[src/include/lis_defines.svh]
`ifndef LIS_DEFINES_SVH
`define LIS_DEFINES_SVH

// ============================================================
// Timing
`define LIS_CLK_HZ        20000000
`define LIS_POWERUP_S     15
`define LIS_HOLDOFF_S     10
`define LIS_ORANGE_S      3
`define LIS_FLASH_OR_S    8
`define LIS_ERR_RED_S     2
`define LIS_IDLE_MS       100
`define LIS_BLINK_MS      300
`define LIS_DEB_MS        10

// ============================================================
// Register offsets
`define LIS_REG_CTRL      4'h0
`define LIS_REG_STATUS    4'h1
`define LIS_REG_ERR       4'h2

// ============================================================
// Fields
`define LIS_CTRL_W        4
`define LIS_CTRL_RST      4'h0
`define LIS_ERR_CLR_BIT   8
`define LIS_CODE_W        8
`define LIS_SEC_W         5

`endif

[src/include/lis_pkg.sv]
package lis_pkg;

    typedef enum logic [1:0] {
        LIS_PICO_MODE             = 2'h0,
        LIS_NANO_MODE             = 2'h1,
        LIS_CONTINUOUS_WAVE_MODE  = 2'h2,
        LIS_SPARE_MODE            = 2'h3
    } lis_mode_t;

    typedef struct packed {
        logic      trig_ext;
        lis_mode_t mode;
        logic      soft_lock;
    } lis_ctrl_t;

    typedef struct packed {
        logic red;
        logic green;
        logic blue;
    } lis_rgb_t;

    typedef struct packed {
        logic on;
        logic bright;
    } lis_emit_led_t;

    typedef enum logic [3:0] {
        LIS_ST_ORANGE    = 4'h1,
        LIS_ST_FLASH_OR  = 4'h2,
        LIS_ST_FLASH_GR  = 4'h4,
        LIS_ST_GREEN     = 4'h8
    } lis_pwr_st_t;

endpackage : lis_pkg

[src/rtl/lis_ctrl.sv]
// Contract
// - Status LED orange, flashing, then green 15s
// - Internal error: red over 2s, code readable
// - Mode LED blue, light blue, orange
// - Mode LED dark after 100 ms idle
// - Mode LED lit only with valid trigger
// - No supply: no emission, LED dark
// - Standby or open loop: blink dim white
// - Loop closed with key on: auto restart
// - Key on and loop closed: bright white
// - Standby key cuts laser source power
// - Open interlock loop cuts source power
// - Emission locked first 10 s
// - Emission off during hardware self-check
// - Abnormal condition locks emission immediately
// - Lost external trigger does not lock
// - Host soft lock keeps emission off
// - Gate qualifies internal and external trigger
// - Gate acts combinationally between pulses
// - Continuous wave follows gate level directly
// - No host: run stored nonvolatile parameters
// - Parameters change only over host port
// - Fans always run while powered
//
// Decided for this implementation: the address map and strobed register access.
`timescale 1ns/1ps
`include "lis_defines.svh"

module lis_ctrl
    import lis_pkg::*;
#(
    parameter int SEC_CYC   = `LIS_CLK_HZ,
    parameter int DEB_CYC   = `LIS_DEB_MS * (`LIS_CLK_HZ / 1000),
    parameter int IDLE_CYC  = `LIS_IDLE_MS * (`LIS_CLK_HZ / 1000),
    parameter int BLINK_CYC = (`LIS_BLINK_MS * (`LIS_CLK_HZ / 1000)) / 2
) (
    input  wire logic                   clk_i,
    input  wire logic                   rst_n_i,
    input  wire logic [3:0]             addr_i,
    input  wire logic [31:0]            wdata_i,
    input  wire logic                   wr_i,
    input  wire logic                   rd_i,
    output logic      [31:0]            rdata_o,
    input  wire logic                   key_on_i,
    input  wire logic                   ilk_closed_i,
    input  wire logic                   selfcheck_done_i,
    input  wire logic                   fault_i,
    input  wire logic [`LIS_CODE_W-1:0] fault_code_i,
    input  wire lis_ctrl_t              nvm_params_i,
    output logic                        nvm_store_o,
    output lis_ctrl_t                   nvm_data_o,
    input  wire logic                   int_trig_i,
    input  wire logic                   ext_trig_i,
    input  wire logic                   gate_i,
    output logic                        laser_emit_o,
    output logic                        src_pwr_en_o,
    output logic                        fan_on_o,
    output lis_rgb_t                    status_led_o,
    output lis_rgb_t                    mode_led_o,
    output lis_emit_led_t               emit_led_o
);

    localparam int CNT_W  = $clog2(SEC_CYC + 1);
    localparam int DEB_W  = $clog2(DEB_CYC + 1);
    localparam int IDLE_W = $clog2(IDLE_CYC + 1);
    localparam int BLK_W  = $clog2(BLINK_CYC + 1);
    localparam logic [`LIS_SEC_W-1:0] SEC_MAX  = '1;
    localparam logic [`LIS_SEC_W-1:0] S_HOLD   = `LIS_SEC_W'(`LIS_HOLDOFF_S);
    localparam logic [`LIS_SEC_W-1:0] S_UP     = `LIS_SEC_W'(`LIS_POWERUP_S);
    localparam logic [`LIS_SEC_W-1:0] S_OR     = `LIS_SEC_W'(`LIS_ORANGE_S);
    localparam logic [`LIS_SEC_W-1:0] S_FOR    = `LIS_SEC_W'(`LIS_FLASH_OR_S);
    localparam logic [`LIS_SEC_W-1:0] S_RED    = `LIS_SEC_W'(`LIS_ERR_RED_S + 1);

    // ============================================================
    // Key and interlock input conditioning
    logic [1:0] pin_raw;
    logic [1:0] db_r;
    logic       key_db;
    logic       ilk_db;
    logic       key_standby_position;

    assign pin_raw = {ilk_closed_i, key_on_i};

    genvar gi;
    generate
        for (gi = 0; gi < 2; gi++) begin : g_deb
            logic             sync1_r;
            logic             sync2_r;
            logic             db_bit_r;
            logic [DEB_W-1:0] cnt_r;
            assign db_r[gi] = db_bit_r;
            always_ff @(posedge clk_i or negedge rst_n_i) begin
                if (!rst_n_i) begin
                    sync1_r  <= 1'b0;
                    sync2_r  <= 1'b0;
                    db_bit_r <= 1'b0;
                    cnt_r    <= '0;
                end else begin
                    sync1_r <= pin_raw[gi];
                    sync2_r <= sync1_r;
                    if (sync2_r == db_bit_r) begin
                        cnt_r <= '0;
                    end else if (cnt_r == DEB_W'(DEB_CYC - 1)) begin
                        db_bit_r <= sync2_r;
                        cnt_r    <= '0;
                    end else begin
                        cnt_r <= cnt_r + 1'b1;
                    end
                end
            end
        end
    endgenerate

    assign key_db               = db_r[0];
    assign ilk_db               = db_r[1];
    assign key_standby_position = ~key_db;

    // ============================================================
    // Seconds since power-up and blink divider
    logic [CNT_W-1:0]      div_r;
    logic                  sec_tick;
    logic [`LIS_SEC_W-1:0] sec_cnt_r;
    logic [BLK_W-1:0]      blk_cnt_r;
    logic                  blink_r;

    assign sec_tick = (div_r == CNT_W'(SEC_CYC - 1));

    always_ff @(posedge clk_i or negedge rst_n_i) begin
        if (!rst_n_i) begin
            div_r     <= '0;
            sec_cnt_r <= '0;
        end else begin
            div_r <= sec_tick ? '0 : div_r + 1'b1;
            if (sec_tick && sec_cnt_r != SEC_MAX) begin
                sec_cnt_r <= sec_cnt_r + 1'b1;
            end
        end
    end

    always_ff @(posedge clk_i or negedge rst_n_i) begin
        if (!rst_n_i) begin
            blk_cnt_r <= '0;
            blink_r   <= 1'b0;
        end else if (blk_cnt_r == BLK_W'(BLINK_CYC - 1)) begin
            blk_cnt_r <= '0;
            blink_r   <= ~blink_r;
        end else begin
            blk_cnt_r <= blk_cnt_r + 1'b1;
        end
    end

    // ============================================================
    // Power-up status sequence
    lis_pwr_st_t st_r;
    lis_pwr_st_t st_nxt;

    // Orange, flash orange, flash green, green
    always_comb begin
        st_nxt = st_r;
        unique case (st_r)
            LIS_ST_ORANGE:   if (sec_cnt_r >= S_OR) st_nxt = LIS_ST_FLASH_OR;
            LIS_ST_FLASH_OR: if (sec_cnt_r >= S_FOR) st_nxt = LIS_ST_FLASH_GR;
            LIS_ST_FLASH_GR: if (sec_cnt_r >= S_UP) st_nxt = LIS_ST_GREEN;
            LIS_ST_GREEN:    st_nxt = LIS_ST_GREEN;
            default:         st_nxt = LIS_ST_ORANGE;
        endcase
    end

    always_ff @(posedge clk_i or negedge rst_n_i) begin
        if (!rst_n_i) begin
            st_r <= LIS_ST_ORANGE;
        end else begin
            st_r <= st_nxt;
        end
    end

    // ============================================================
    // Fault latch, error code, self-check
    logic                   fault_r;
    logic [`LIS_CODE_W-1:0] code_r;
    logic [`LIS_SEC_W-1:0]  red_sec_r;
    logic                   check_done_r;
    logic                   err_clr;
    logic                   red_on;

    assign err_clr = wr_i && (addr_i == `LIS_REG_ERR) && wdata_i[`LIS_ERR_CLR_BIT];
    assign red_on  = fault_r || (red_sec_r != '0);

    // Latch code; set wins over clear
    always_ff @(posedge clk_i or negedge rst_n_i) begin
        if (!rst_n_i) begin
            fault_r   <= 1'b0;
            code_r    <= '0;
            red_sec_r <= '0;
        end else begin
            if (fault_i) begin
                fault_r <= 1'b1;
                code_r  <= fault_code_i;
            end else if (err_clr) begin
                fault_r <= 1'b0;
            end
            if (fault_i && !fault_r) begin
                red_sec_r <= S_RED;
            end else if (sec_tick && red_sec_r != '0) begin
                red_sec_r <= red_sec_r - 1'b1;
            end
        end
    end

    always_ff @(posedge clk_i or negedge rst_n_i) begin
        if (!rst_n_i) begin
            check_done_r <= 1'b0;
        end else if (selfcheck_done_i) begin
            check_done_r <= 1'b1;
        end
    end

    // ============================================================
    // Operating parameters
    lis_ctrl_t ctrl_r;
    logic      load_pend_r;
    logic      ctrl_wr;

    assign ctrl_wr = wr_i && (addr_i == `LIS_REG_CTRL);

    // Stored set loaded after reset release
    // Only the host port changes them
    always_ff @(posedge clk_i or negedge rst_n_i) begin
        if (!rst_n_i) begin
            ctrl_r      <= `LIS_CTRL_RST;
            load_pend_r <= 1'b1;
            nvm_store_o <= 1'b0;
            nvm_data_o  <= `LIS_CTRL_RST;
        end else begin
            load_pend_r <= 1'b0;
            nvm_store_o <= ctrl_wr;
            if (ctrl_wr) begin
                ctrl_r     <= lis_ctrl_t'(wdata_i[`LIS_CTRL_W-1:0]);
                nvm_data_o <= lis_ctrl_t'(wdata_i[`LIS_CTRL_W-1:0]);
            end else if (load_pend_r) begin
                ctrl_r <= nvm_params_i;
            end
        end
    end

    // ============================================================
    // Emission enable
    logic pwr_ok;
    logic holdoff_done;
    logic emit_ok;
    logic emit_en_r;
    logic is_cwm;
    logic sel_trig;

    assign pwr_ok       = key_db & ilk_db;
    assign src_pwr_en_o = pwr_ok;
    assign holdoff_done = (sec_cnt_r >= S_HOLD);
    // Trigger presence not part of lock
    assign emit_ok = pwr_ok & holdoff_done & check_done_r & ~fault_r & ~fault_i
                   & ~ctrl_r.soft_lock;

    always_ff @(posedge clk_i or negedge rst_n_i) begin
        if (!rst_n_i) begin
            emit_en_r <= 1'b0;
        end else begin
            emit_en_r <= emit_ok;
        end
    end

    assign is_cwm   = (ctrl_r.mode == LIS_CONTINUOUS_WAVE_MODE);
    assign sel_trig = ctrl_r.trig_ext ? ext_trig_i : int_trig_i;

    // Live fault blocks output at once
    // Continuous wave follows gate level
    // Source power gates output in the cycle the debounced key or loop input drops
    assign laser_emit_o = emit_en_r & pwr_ok & ~fault_i & gate_i & (is_cwm | sel_trig);

    assign fan_on_o = 1'b1;

    // ============================================================
    // Trigger activity
    logic              act_raw;
    logic              act_s1_r;
    logic              act_s2_r;
    logic              act_s3_r;
    logic              act_evt;
    logic [IDLE_W-1:0] idle_cnt_r;
    logic              trig_active;

    assign act_raw = gate_i & (is_cwm | sel_trig);
    assign act_evt = act_s2_r & ~act_s3_r;

    always_ff @(posedge clk_i or negedge rst_n_i) begin
        if (!rst_n_i) begin
            act_s1_r   <= 1'b0;
            act_s2_r   <= 1'b0;
            act_s3_r   <= 1'b0;
            idle_cnt_r <= IDLE_W'(IDLE_CYC);
        end else begin
            act_s1_r <= act_raw;
            act_s2_r <= act_s1_r;
            act_s3_r <= act_s2_r;
            if (act_evt) begin
                idle_cnt_r <= '0;
            end else if (idle_cnt_r != IDLE_W'(IDLE_CYC)) begin
                idle_cnt_r <= idle_cnt_r + 1'b1;
            end
        end
    end

    assign trig_active = (idle_cnt_r != IDLE_W'(IDLE_CYC));

    // ============================================================
    // Indicators
    lis_rgb_t      mode_col;
    lis_rgb_t      stat_col;
    lis_rgb_t      mode_led_r;
    lis_rgb_t      stat_led_r;
    lis_emit_led_t emit_led_r;
    lis_emit_led_t emit_col;

    assign mode_col = (ctrl_r.mode == LIS_PICO_MODE) ? 3'h1 :
                      (ctrl_r.mode == LIS_NANO_MODE) ? 3'h3 :
                      is_cwm                         ? 3'h6 : 3'h0;

    assign stat_col = red_on                    ? 3'h4 :
                      (st_r == LIS_ST_ORANGE)   ? 3'h6 :
                      (st_r == LIS_ST_FLASH_OR) ? (blink_r ? 3'h6 : 3'h0) :
                      (st_r == LIS_ST_FLASH_GR) ? (blink_r ? 3'h2 : 3'h0) : 3'h2;

    assign emit_col = emit_en_r ? 2'h3 : {blink_r, 1'b0};

    always_ff @(posedge clk_i or negedge rst_n_i) begin
        if (!rst_n_i) begin
            mode_led_r <= '0;
            stat_led_r <= '0;
            emit_led_r <= '0;
        end else begin
            mode_led_r <= trig_active ? mode_col : 3'h0;
            stat_led_r <= stat_col;
            emit_led_r <= emit_col;
        end
    end

    assign mode_led_o   = mode_led_r;
    assign status_led_o = stat_led_r;
    assign emit_led_o   = emit_led_r;

    // ============================================================
    // Register read port
    logic [31:0] rd_mux;
    logic [31:0] status_word;

    assign status_word = {25'h0, trig_active, emit_en_r, fault_r, check_done_r,
                          holdoff_done, ilk_db, key_db};
    assign rd_mux = (addr_i == `LIS_REG_CTRL)   ? {28'h0, ctrl_r} :
                    (addr_i == `LIS_REG_STATUS) ? status_word :
                    (addr_i == `LIS_REG_ERR)    ? {24'h0, code_r} : 32'h0;

    always_ff @(posedge clk_i or negedge rst_n_i) begin
        if (!rst_n_i) begin
            rdata_o <= 32'h0;
        end else begin
            rdata_o <= rd_i ? rd_mux : 32'h0;
        end
    end

    // ============================================================
    // Assertions
    property p_holdoff;
        @(posedge clk_i) disable iff (!rst_n_i)
        emit_en_r |-> sec_cnt_r >= S_HOLD;
    endproperty
    a_holdoff: assert property (p_holdoff) else $error("emission before hold-off");

    property p_key_pwr;
        @(posedge clk_i) disable iff (!rst_n_i)
        key_standby_position |-> !src_pwr_en_o && !laser_emit_o;
    endproperty
    a_key_pwr: assert property (p_key_pwr) else $error("power on in standby");

    property p_ilk_pwr;
        @(posedge clk_i) disable iff (!rst_n_i)
        !ilk_db |=> !emit_en_r;
    endproperty
    a_ilk_pwr: assert property (p_ilk_pwr) else $error("emission with open loop");

    property p_fault_now;
        @(posedge clk_i) disable iff (!rst_n_i)
        fault_i |-> !laser_emit_o ##1 !emit_en_r;
    endproperty
    a_fault_now: assert property (p_fault_now) else $error("fault did not lock");

    property p_soft;
        @(posedge clk_i) disable iff (!rst_n_i)
        ctrl_r.soft_lock |=> !emit_en_r;
    endproperty
    a_soft: assert property (p_soft) else $error("soft lock ignored");

    property p_restart;
        @(posedge clk_i) disable iff (!rst_n_i)
        emit_ok |=> emit_en_r ##1 emit_led_o == 2'h3;
    endproperty
    a_restart: assert property (p_restart) else $error("no automatic restart");

    property p_check;
        @(posedge clk_i) disable iff (!rst_n_i)
        !check_done_r |=> !emit_en_r;
    endproperty
    a_check: assert property (p_check) else $error("emission during self-check");

    property p_idle;
        @(posedge clk_i) disable iff (!rst_n_i)
        !trig_active |=> mode_led_o == 3'h0;
    endproperty
    a_idle: assert property (p_idle) else $error("mode LED lit while idle");

    property p_cwm;
        @(posedge clk_i) disable iff (!rst_n_i)
        (is_cwm && emit_en_r && pwr_ok && !fault_i) |-> laser_emit_o == gate_i;
    endproperty
    a_cwm: assert property (p_cwm) else $error("output not following gate");

    property p_red;
        @(posedge clk_i) disable iff (!rst_n_i)
        (fault_i && !fault_r) |=> red_sec_r == S_RED ##1 status_led_o == 3'h4;
    endproperty
    a_red: assert property (p_red) else $error("red hold not started");

    property p_green;
        @(posedge clk_i) disable iff (!rst_n_i)
        st_r == LIS_ST_GREEN |-> sec_cnt_r >= S_UP;
    endproperty
    a_green: assert property (p_green) else $error("green too early");

    property p_fan;
        @(posedge clk_i) disable iff (!rst_n_i)
        $rose(emit_en_r) |-> fan_on_o [*2];
    endproperty
    a_fan: assert property (p_fan) else $error("fan stopped");

endmodule : lis_ctrl

[config.mk]
export PLATFORM = sky130hd
export DESIGN_NAME = lis_ctrl
export DESIGN_NICKNAME = d
export VERILOG_FILES = /design/src/include/lis_pkg.sv /design/src/rtl/lis_ctrl.sv
export VERILOG_INCLUDE_DIRS = /design/src /design/src/include
export SDC_FILE = /design/constraint.sdc
export NUM_CORES = 1
export LEC_CHECK = 0
export BUFFER_PORTS_ARGS = -buffer_cell sky130_fd_sc_hd__buf_2
export CAP_MARGIN = 20
export CORE_AREA = 2 2 180 182
export DETAILED_ROUTE_END_ITERATION = 8
export DIE_AREA = 0 0 182 184
export GPL_TIMING_DRIVEN = 1
export PLACE_DENSITY_LB_ADDON = 0.05
export SYNTH_ARGS = -nofsm -noshare
export SYNTH_HDL_FRONTEND = slang
export SYNTH_SLANG_ARGS = --single-unit
[constraint.sdc]
create_clock -name clk_i -period 2.6 [get_ports clk_i]
set_input_delay 0.26 -clock clk_i [delete_from_list [all_inputs] [get_ports clk_i]]
set_output_delay 0.26 -clock clk_i [all_outputs]
set_load 0.02 [all_outputs]
==> summary.md, run 1 <==
| Metric | Value |
|---|---|
| Most Used Layer, Global Route | met2 |
| Gr usage total | 11.2% |
| Number of flops mapped to enable cells by yosys | 0 |
| Skew final | 0.00943 ns |
| GPL Wtd Cong | 0.719 |
| Wirelength per Cell | 14.1 um |
| Hold Path Class | primary input to flip-flop |
| Antenna violations before repair | 1 |
| Worst EP arrival | 1.76 ns |
| Critical Path RT | 2.34 ns |
| R2r setup slk | 0.59 ns |
| Critical Path End Type | primary output |
| Yosys top cell area share | 49.5% |
| Cell Int Power | 0.00414 W |
| Setup CP Type | flip-flop to primary output |
| Die area | 33500 um2 |
| RSZ-0062 raised after global routing | false |
| Register share of total power | 48.5% |
| M1 GR Usage | 14.5% |
| DRT Pass-1 Iters | 4 |
| First-pass GRT wire length | 29400 um |
| Hold_ws | 0.0530 ns |
| TritonCTS clock tree | done |
| Max Freq | 496 MHz |
| Synthesis-to-finish area growth | 16.5% |
| R2R Path End | sec_cnt_r[3]$_DFFE_PN0P_ |
| Total CTS buffers | 17 |
| Commonest cells post-synth | dfrtp_1, nor2_1, nand2_1 |
| Crit Path Max Fanout | 4 |
| Mapped Avg Cell Area | 10.5 um2 |
| Max_cap viols | 0 |
| Dpl cells | 1192 |
| # rows | 65 |
| Mapped Area | 7830 um2 |
| Synth Flop Type | dfrtp_1 |
| Fin cells | 1228 |
| Combinational fraction of design power | 7.1% |
| Pin slew with the least headroom to its limit | 0.630 ns |
| Via/cell ratio | 4.30 |
| CP Launch Type | flip-flop |
| Vias in the first global route | 5454 |
| Synth area leaders | dfrtp_1, xor2_1, xnor2_1 |
| Max VDD drop | 0.438 mV |
| Clock Power Share | 44.3% |
| Register area share after synthesis | 52.6% |
| Core area | 31400 um2 |
| Final Setup Violations | 0 |
| Buffers inserted by post-CTS timing repair | 0 |
| Slew headroom | 57.6% |
| Reg-to-Reg Start | sec_cnt_r[0]$_DFFE_PN0P_ |
| CTS resizes | 0 |
| Outcome | completed |
| Syn. warnings | 0 |
| GR Util met2 | 18.1% |
| Nets | 886 |
| Most numerous cell in the Yosys netlist | dfrtp_1 |
| Die H | 184 um |
| Syn Inst Count | 746 |
| Gr ovfl total | 0 |
| Clock Tree Root | clkbuf_16 |
| Worst-case clock buffer depth | 2 |
| FILL cells | 3259 |
| Htree depth | 4 |
| Port buffer count | 53 |
| Antenna diodes | 0 |
| Met3 GRT Util | 2.99% |
| Initial core utilization | 24.9% |
| Hold wc startpoint | wdata_i[0] |
| Detailed placer's ending HPWL | 12400 um |
| Reg area | 4120 um2 |
| Asr flop ratio synth | 100% |
| Post-Route WL | 17400 um |
| # DRC | 0 |
| Min-Delay Endpoint | ctrl_r[0]$_DFFE_PN0P_ |
| Largest net degree at the start of global routing | 65 |
| Setup TNS | 0 ns |
| Yosys cell types | 59 |
| Worst r2r path cells | 6 |
| Leakage power | 4.08 nW |
| Min Tclk post-route | 2.02 ns |
| Leading area contributor after synthesis | dfrtp_1 |
| Layout cells sized above 1 | 17.2% |
| Final Hold Fails | 0 |
| Register clock-pin slew on the reported worst setup and hold paths | 0.07 ns |
| Starting DRT DRC Count | 258 |
| Via count | 5276 |
| Die X | 182 um |
| Final worst-path cycle share | 77.6% |
| FF+latch count, synth | 164 |
| Switching power total | 0.00148 W |
| Final count of pins violating max slew | 0 |
| Switching Share | 26.3% |
| IO Pins | 107 |
| PwrDens | 616 nW/um2 |
| Worst-Skew Late Latency | 0.43 ns |
| Final ANT Viol Nets | 0 |
| Area of the multi-input gates | 3440 um2 |
| WHS Path Cells | 3 |
| Pwr Total | 0.00562 W |
| Clock tree sinks | 164 |
==> worst max-delay path by stage <==
stage / endpoint / start / cells past startpoint
2_1_floorplan: red_sec_r[1]$_DFFE_PN0P_ / div_r[0]$_DFF_PN0_ / 5
3_3_place_gp: sec_cnt_r[3]$_DFFE_PN0P_ / sec_cnt_r[1]$_DFFE_PN0P_ / 6
3_5_place_dp: sec_cnt_r[3]$_DFFE_PN0P_ / sec_cnt_r[0]$_DFFE_PN0P_ / 6
4_1_cts: laser_emit_o / ctrl_r[1]$_DFFE_PN0P_ / 5
5_1_grt: sec_cnt_r[3]$_DFFE_PN0P_ / sec_cnt_r[0]$_DFFE_PN0P_ / 6
6_report: laser_emit_o / ctrl_r[1]$_DFFE_PN0P_ / 5
==> what timing repair did <==
item / CTS / global route
endpoints found under the hold margin: 60 / 0
setup endpoints to repair: 0 / 0
hold buffers: 4 / 0
==> cell type report <==
class                   count  share of cell area (%)
flip-flops and latches    164                    45.1
multi-input cells         541                    37.7
well taps                 402                    5.52
clock buffers              18                    4.71
repair buffers             70                    4.62
clock inverters            14                    1.56
inverters                  19                   0.782
==> state kept, by name, indices dropped and copies added (netlist names), 5 cells and up <==
signal	cells
blk_cnt_r	22
code_r	8
div_r	25
g_deb.cnt_r	36
idle_cnt_r	21
rdata_o	8
red_sec_r	5
sec_cnt_r	5
==> stage by stage <==
stage                     setup slack [ns]  area, um2  util (%)
after detailed placement             0.574       8510      27.1
final                                0.582       9120      29.1
after floorplan                      0.777       7920         -
after global placement               0.634       8510      27.1
after CTS                            0.504       9120      29.1
after global routing                 0.455       9120      29.1
==> routing by layer <==
layer / up-vias / routed length, um
li1: 2606 / -
met1: 2593 / 8350
met2: 63 / 8270
met3: 12 / 515
met4: 2 / 202
met5: - / 11
==> kinds of logic after synthesis <==
family                     Yosys count  share of synthesized area [%]
and+or+nand+nor                    338                           23.0
DFF                                164                           52.6
xor gates and xnor gates            98                           11.0
buffers and inverters               66                           4.75
AOI/OAI and AO/OA                   43                           3.50
muxes                               21                           2.86
adders and majority gates           14                           2.24
other                                2                         0.0959
==> placed cells by master (no fill, tap or decap), types with 4 or more instances in the layout <==
master         synthesis  layout
a21oi_1                9       9
and2_1                 5       5
and3_1                15      15
and4_1                13      13
buf_2                  6      52
buf_4                 27      12
clkbuf_16              0      17
conb_1                 2      27
dfrtp_1              155     155
dfstp_2                9       9
dlygate4sd3_1          0       4
ha_1                  14      14
inv_1                 19      19
inv_6                  0       5
mux2_2                11      11
mux2i_1               10      10
nand2_1               55      55
nand2b_1               6       6
nand3_1               43      43
nand4_1               20      20
nor2_1               101     101
nor2_2                 8       8
nor2b_1               10      10
nor3_1                24      24
nor4_1                 7       7
nor4b_1                5       5
o21ai_0               12      12
xnor2_1               44      44
xor2_1                54      54
==> power groups by stage <==
stage               combinational, W  sequential, W  clock, W
finish                      0.000401        0.00273   0.00249
global route                0.000457        0.00274   0.00272
CTS                         0.000414        0.00273   0.00261
detailed placement          0.000407        0.00278         0
global placement            0.000403        0.00277         0
floorplan                   0.000242        0.00279         0
==> worst max-delay path, cell delays in order (launching register included) <==
cell and delay (ns):
dfrtp_1 0.42, inv_1 0.09, ha_1 0.24, o21a_1 0.23, and3_1 0.18, buf_2 0.16
Power figures use the tool's default switching activity.
==> run 2: changes to the inputs <==
Settings changed: ABC_AREA set to 1, CORE_AREA 2 2 180 182 to 2 2 191 193, DIE_AREA 0 0 182 184 to 0 0 193 195.
Clock period 2.6 ns to 1.7 ns, I/O delays scaled along.
==> summary.md, run 2 <==
| Metric | Value |
|---|---|
| Outcome | completed |
| WHS Path Cells | 3 |
| Yosys top cell area share | 44.1% |
| # DRC | 0 |
| Worst Path Buf+Inv | 3 |
| Fin cells | 1777 |
| Final Hold Fails | 0 |
| DRT Pass-1 Iters | 7 |
| Max stage delay cell, worst path | dfrtp_1 |
| Worst-case clock buffer depth | 2 |
| Final count of pins violating max slew | 0 |
| Post-Route WL | 24300 um |
| Syn Inst Count | 1167 |
| GPL Wtd Cong | 0.795 |
| Asr flop ratio synth | 100% |
| Met3 WL | 706 um |
| Most common cell after layout, fill and taps aside | nand2_1 |
| Htree depth | 4 |
| Setup CP Type | flip-flop to primary output |
| RSZ-0062 raised after global routing | true |
| M1 WL | 12000 um |
| R2r setup slk | 0.04 ns |
| Synth area leaders | dfrtp_1, nand2_1, nor2_1 |
| TritonCTS clock tree | done |
| Met2 WL post-DR | 11300 um |
| Initial core utilization | 24.8% |
| R2R Path End | act_s1_r$_DFF_PN0_ |
| WP depth | 7 |
| Antenna violations before repair | 0 |
| Die H | 195 um |
| Worst slack, placed | 0.0409 ns |
| Starting DRT DRC Count | 298 |
| Vias in the first global route | 7614 |
| Post-route setup slack | 0.00828 ns |
| Min Tclk post-route | 1.69 ns |
| Critical Path RT | 1.53 ns |
| Final worst-path cycle share | 99.5% |
| Die area | 37600 um2 |
| Gr ovfl total | 0 |
| Syn. warnings | 0 |
| Register clock-pin slew on the reported worst setup and hold paths | 0.07 ns |
| Leading area contributor after synthesis | dfrtp_1 |
| Antenna diodes | 0 |
| First-pass GRT wire length | 40400 um |
| Hold Path Class | primary input to flip-flop |
| Via count | 7349 |
| Pwr Total | 0.00894 W |
| Worst setup path endpoint | laser_emit_o |
| Commonest cells post-synth | nand2_1, nor2_1, dfrtp_1 |
| Worst-Skew Late Latency | 0.44 ns |
| Gr usage total | 13.9% |
| Synth Flop Type | dfrtp_1 |
| Clock tree sinks | 164 |
| Most frequent cells in the layout | nand2_1, nor2_1, dfrtp_1 |
| CP Cell Sequence | inv_2 > ha_4 > inv_2 > o211ai_1 > nand2_1 > nor2_1 > buf_4 |
| Max Freq | 591 MHz |
| Mapped Avg Cell Area | 7.54 um2 |
| Register area share after synthesis | 46.8% |
| Final Setup Violations | 0 |
| Dpl cells | 1716 |
| Die X | 193 um |
| Total CTS buffers | 17 |
| IO Pins | 107 |
| Largest net degree at the start of global routing | 46 |
| Synthesis-to-finish area growth | 22.3% |
| Reg-to-Reg Start | ctrl_r[1]$_DFFE_PN0P_ |
| Worst EP arrival | 1.52 ns |
| Most used cell, CP | inv_2 |
| Skew final | 0.00833 ns |
| Max VDD drop | 0.698 mV |
| Top flop regs | g_deb.cnt_r (36), div_r (25), blk_cnt_r (22) |
| Wirelength per Cell | 13.6 um |
| FILL cells | 3890 |
| Layout cells sized above 1 | 14.3% |
| Critical Path End Type | primary output |
| # rows | 69 |
| Via/cell ratio | 4.14 |
| Leakage power | 5.16 nW |
| FF+latch count, synth | 164 |
| Core area | 35400 um2 |
| CP Launch Type | flip-flop |
| DR top layer | met4 |
| Largest Register | g_deb.cnt_r |
| Max_cap viols | 0 |
| Nets | 1376 |
| Port buffer count | 53 |
| Detailed placer's ending HPWL | 18400 um |
| Number of flops mapped to enable cells by yosys | 0 |
| Mapped Area | 8800 um2 |
| Delay of the slowest critical-path stage | 0.42 ns |
| Worst r2r path cells | 12 |
| PwrDens | 831 nW/um2 |
| Crit Path Max Fanout | 2 |
| Final ANT Viol Nets | 0 |
| Most numerous cell in the Yosys netlist | nand2_1 |
| Critical path's top delay family | flip-flops |
| Number of flip-flops in the largest register | 36 |
| Yosys cell types | 36 |
| Clock Tree Root | clkbuf_16 |
| CP startpoint | ctrl_r[1]$_DFFE_PN0P_ |
-- run 2: changes by cell type after synthesis, sizes merged, moves of 13 or more --
cell,before,now
a21oi,9,25
nand3,44,87
inv,19,159
o21ai,15,31
and4,13,0
nand2,55,294
xnor2,44,7
nor2,109,232
-- run 2: repair_timing --
item	CTS	global route
hold buffers	17	0
pin swaps	3	4
hold endpoints to repair	50	0
gates cloned	0	1
endpoints found under the setup margin	1	20
buffers inserted	8	3
gates resized for setup	5	12
-- run 2: cell type report --
cell class / count / area (um2) / area share, %
Timing Repair Buffer: 121 / 858 / 7.98
Multi-Input combinational cell: 837 / 3990 / 37.1
Clock inverter: 10 / 124 / 1.15
Inverter: 162 / 613 / 5.70
Clock buffer: 22 / 474 / 4.41
Tap cell: 461 / 577 / 5.36
Sequential cell: 164 / 4120 / 38.3
-- run 2: cells by family (layout without fill, tap and decap cells) --
group / Yosys count / after routing / synth area share [%]
AND/OR/NAND/NOR: 683 / 684 / 33.0
buffers and inverters: 192 / 315 / 9.45
flip-flops: 164 / 164 / 46.8
AO/OA/AOI/OAI: 63 / 63 / 3.77
XOR/XNOR: 49 / 49 / 4.88
adder cells (fa/ha/maj): 14 / 14 / 1.99
other: 2 / 27 / 0.0854
-- run 2: metal layers --
metal  GRT usage, %  up-vias
met2           22.5       89
li1               -     3861
met3           2.89       17
met4           3.62        0
met5              0        -
met1           18.8     3382
-- run 2: worst min path at each step --
stage | start | to | slack (ns)
after detailed placement | rst_n_i | idle_cnt_r[12]$_DFFE_PN0P_ | 0.17
final | addr_i[1] | rdata_o[7]$_DFF_PN0_ | 0.06
after CTS | addr_i[1] | rdata_o[7]$_DFF_PN0_ | 0.03
after global placement | rst_n_i | idle_cnt_r[14]$_DFFE_PN0P_ | 0.16
after floorplan | rst_n_i | act_s1_r$_DFF_PN0_ | -0.13
after global routing | addr_i[1] | rdata_o[7]$_DFF_PN0_ | 0.05
-- run 2: worst min-delay path, delay by kind of cell --
family | cells | cell delay, ns
buffers and inverters | 1 | 0.15
AND/OR/NAND/NOR | 2 | 0.15
-- run 2: report_power, final --
group          leakage, nW  total, W  internal (W)  switching [W]
logic                 2.75  0.000748      0.000267       0.000481
registers             2.14   0.00414       0.00403       0.000109
clock network        0.275   0.00405       0.00229        0.00176
total                 5.16   0.00894       0.00659        0.00235
-- run 2: per-stage QoR --
stage | TNS [ns] | instance area (um2) | utilization, % | hold slack (ns)
final | 0 | 10800 | 30.4 | 0.0612
after global routing | -0.254 | 10800 | 30.4 | 0.0535
after CTS | -0.0714 | 10700 | 30.2 | 0.0285
after detailed placement | 0 | 9850 | 27.8 | 0.166
after global placement | 0 | 9850 | 27.8 | 0.160
after floorplan | 0 | 8890 | - | -0.126
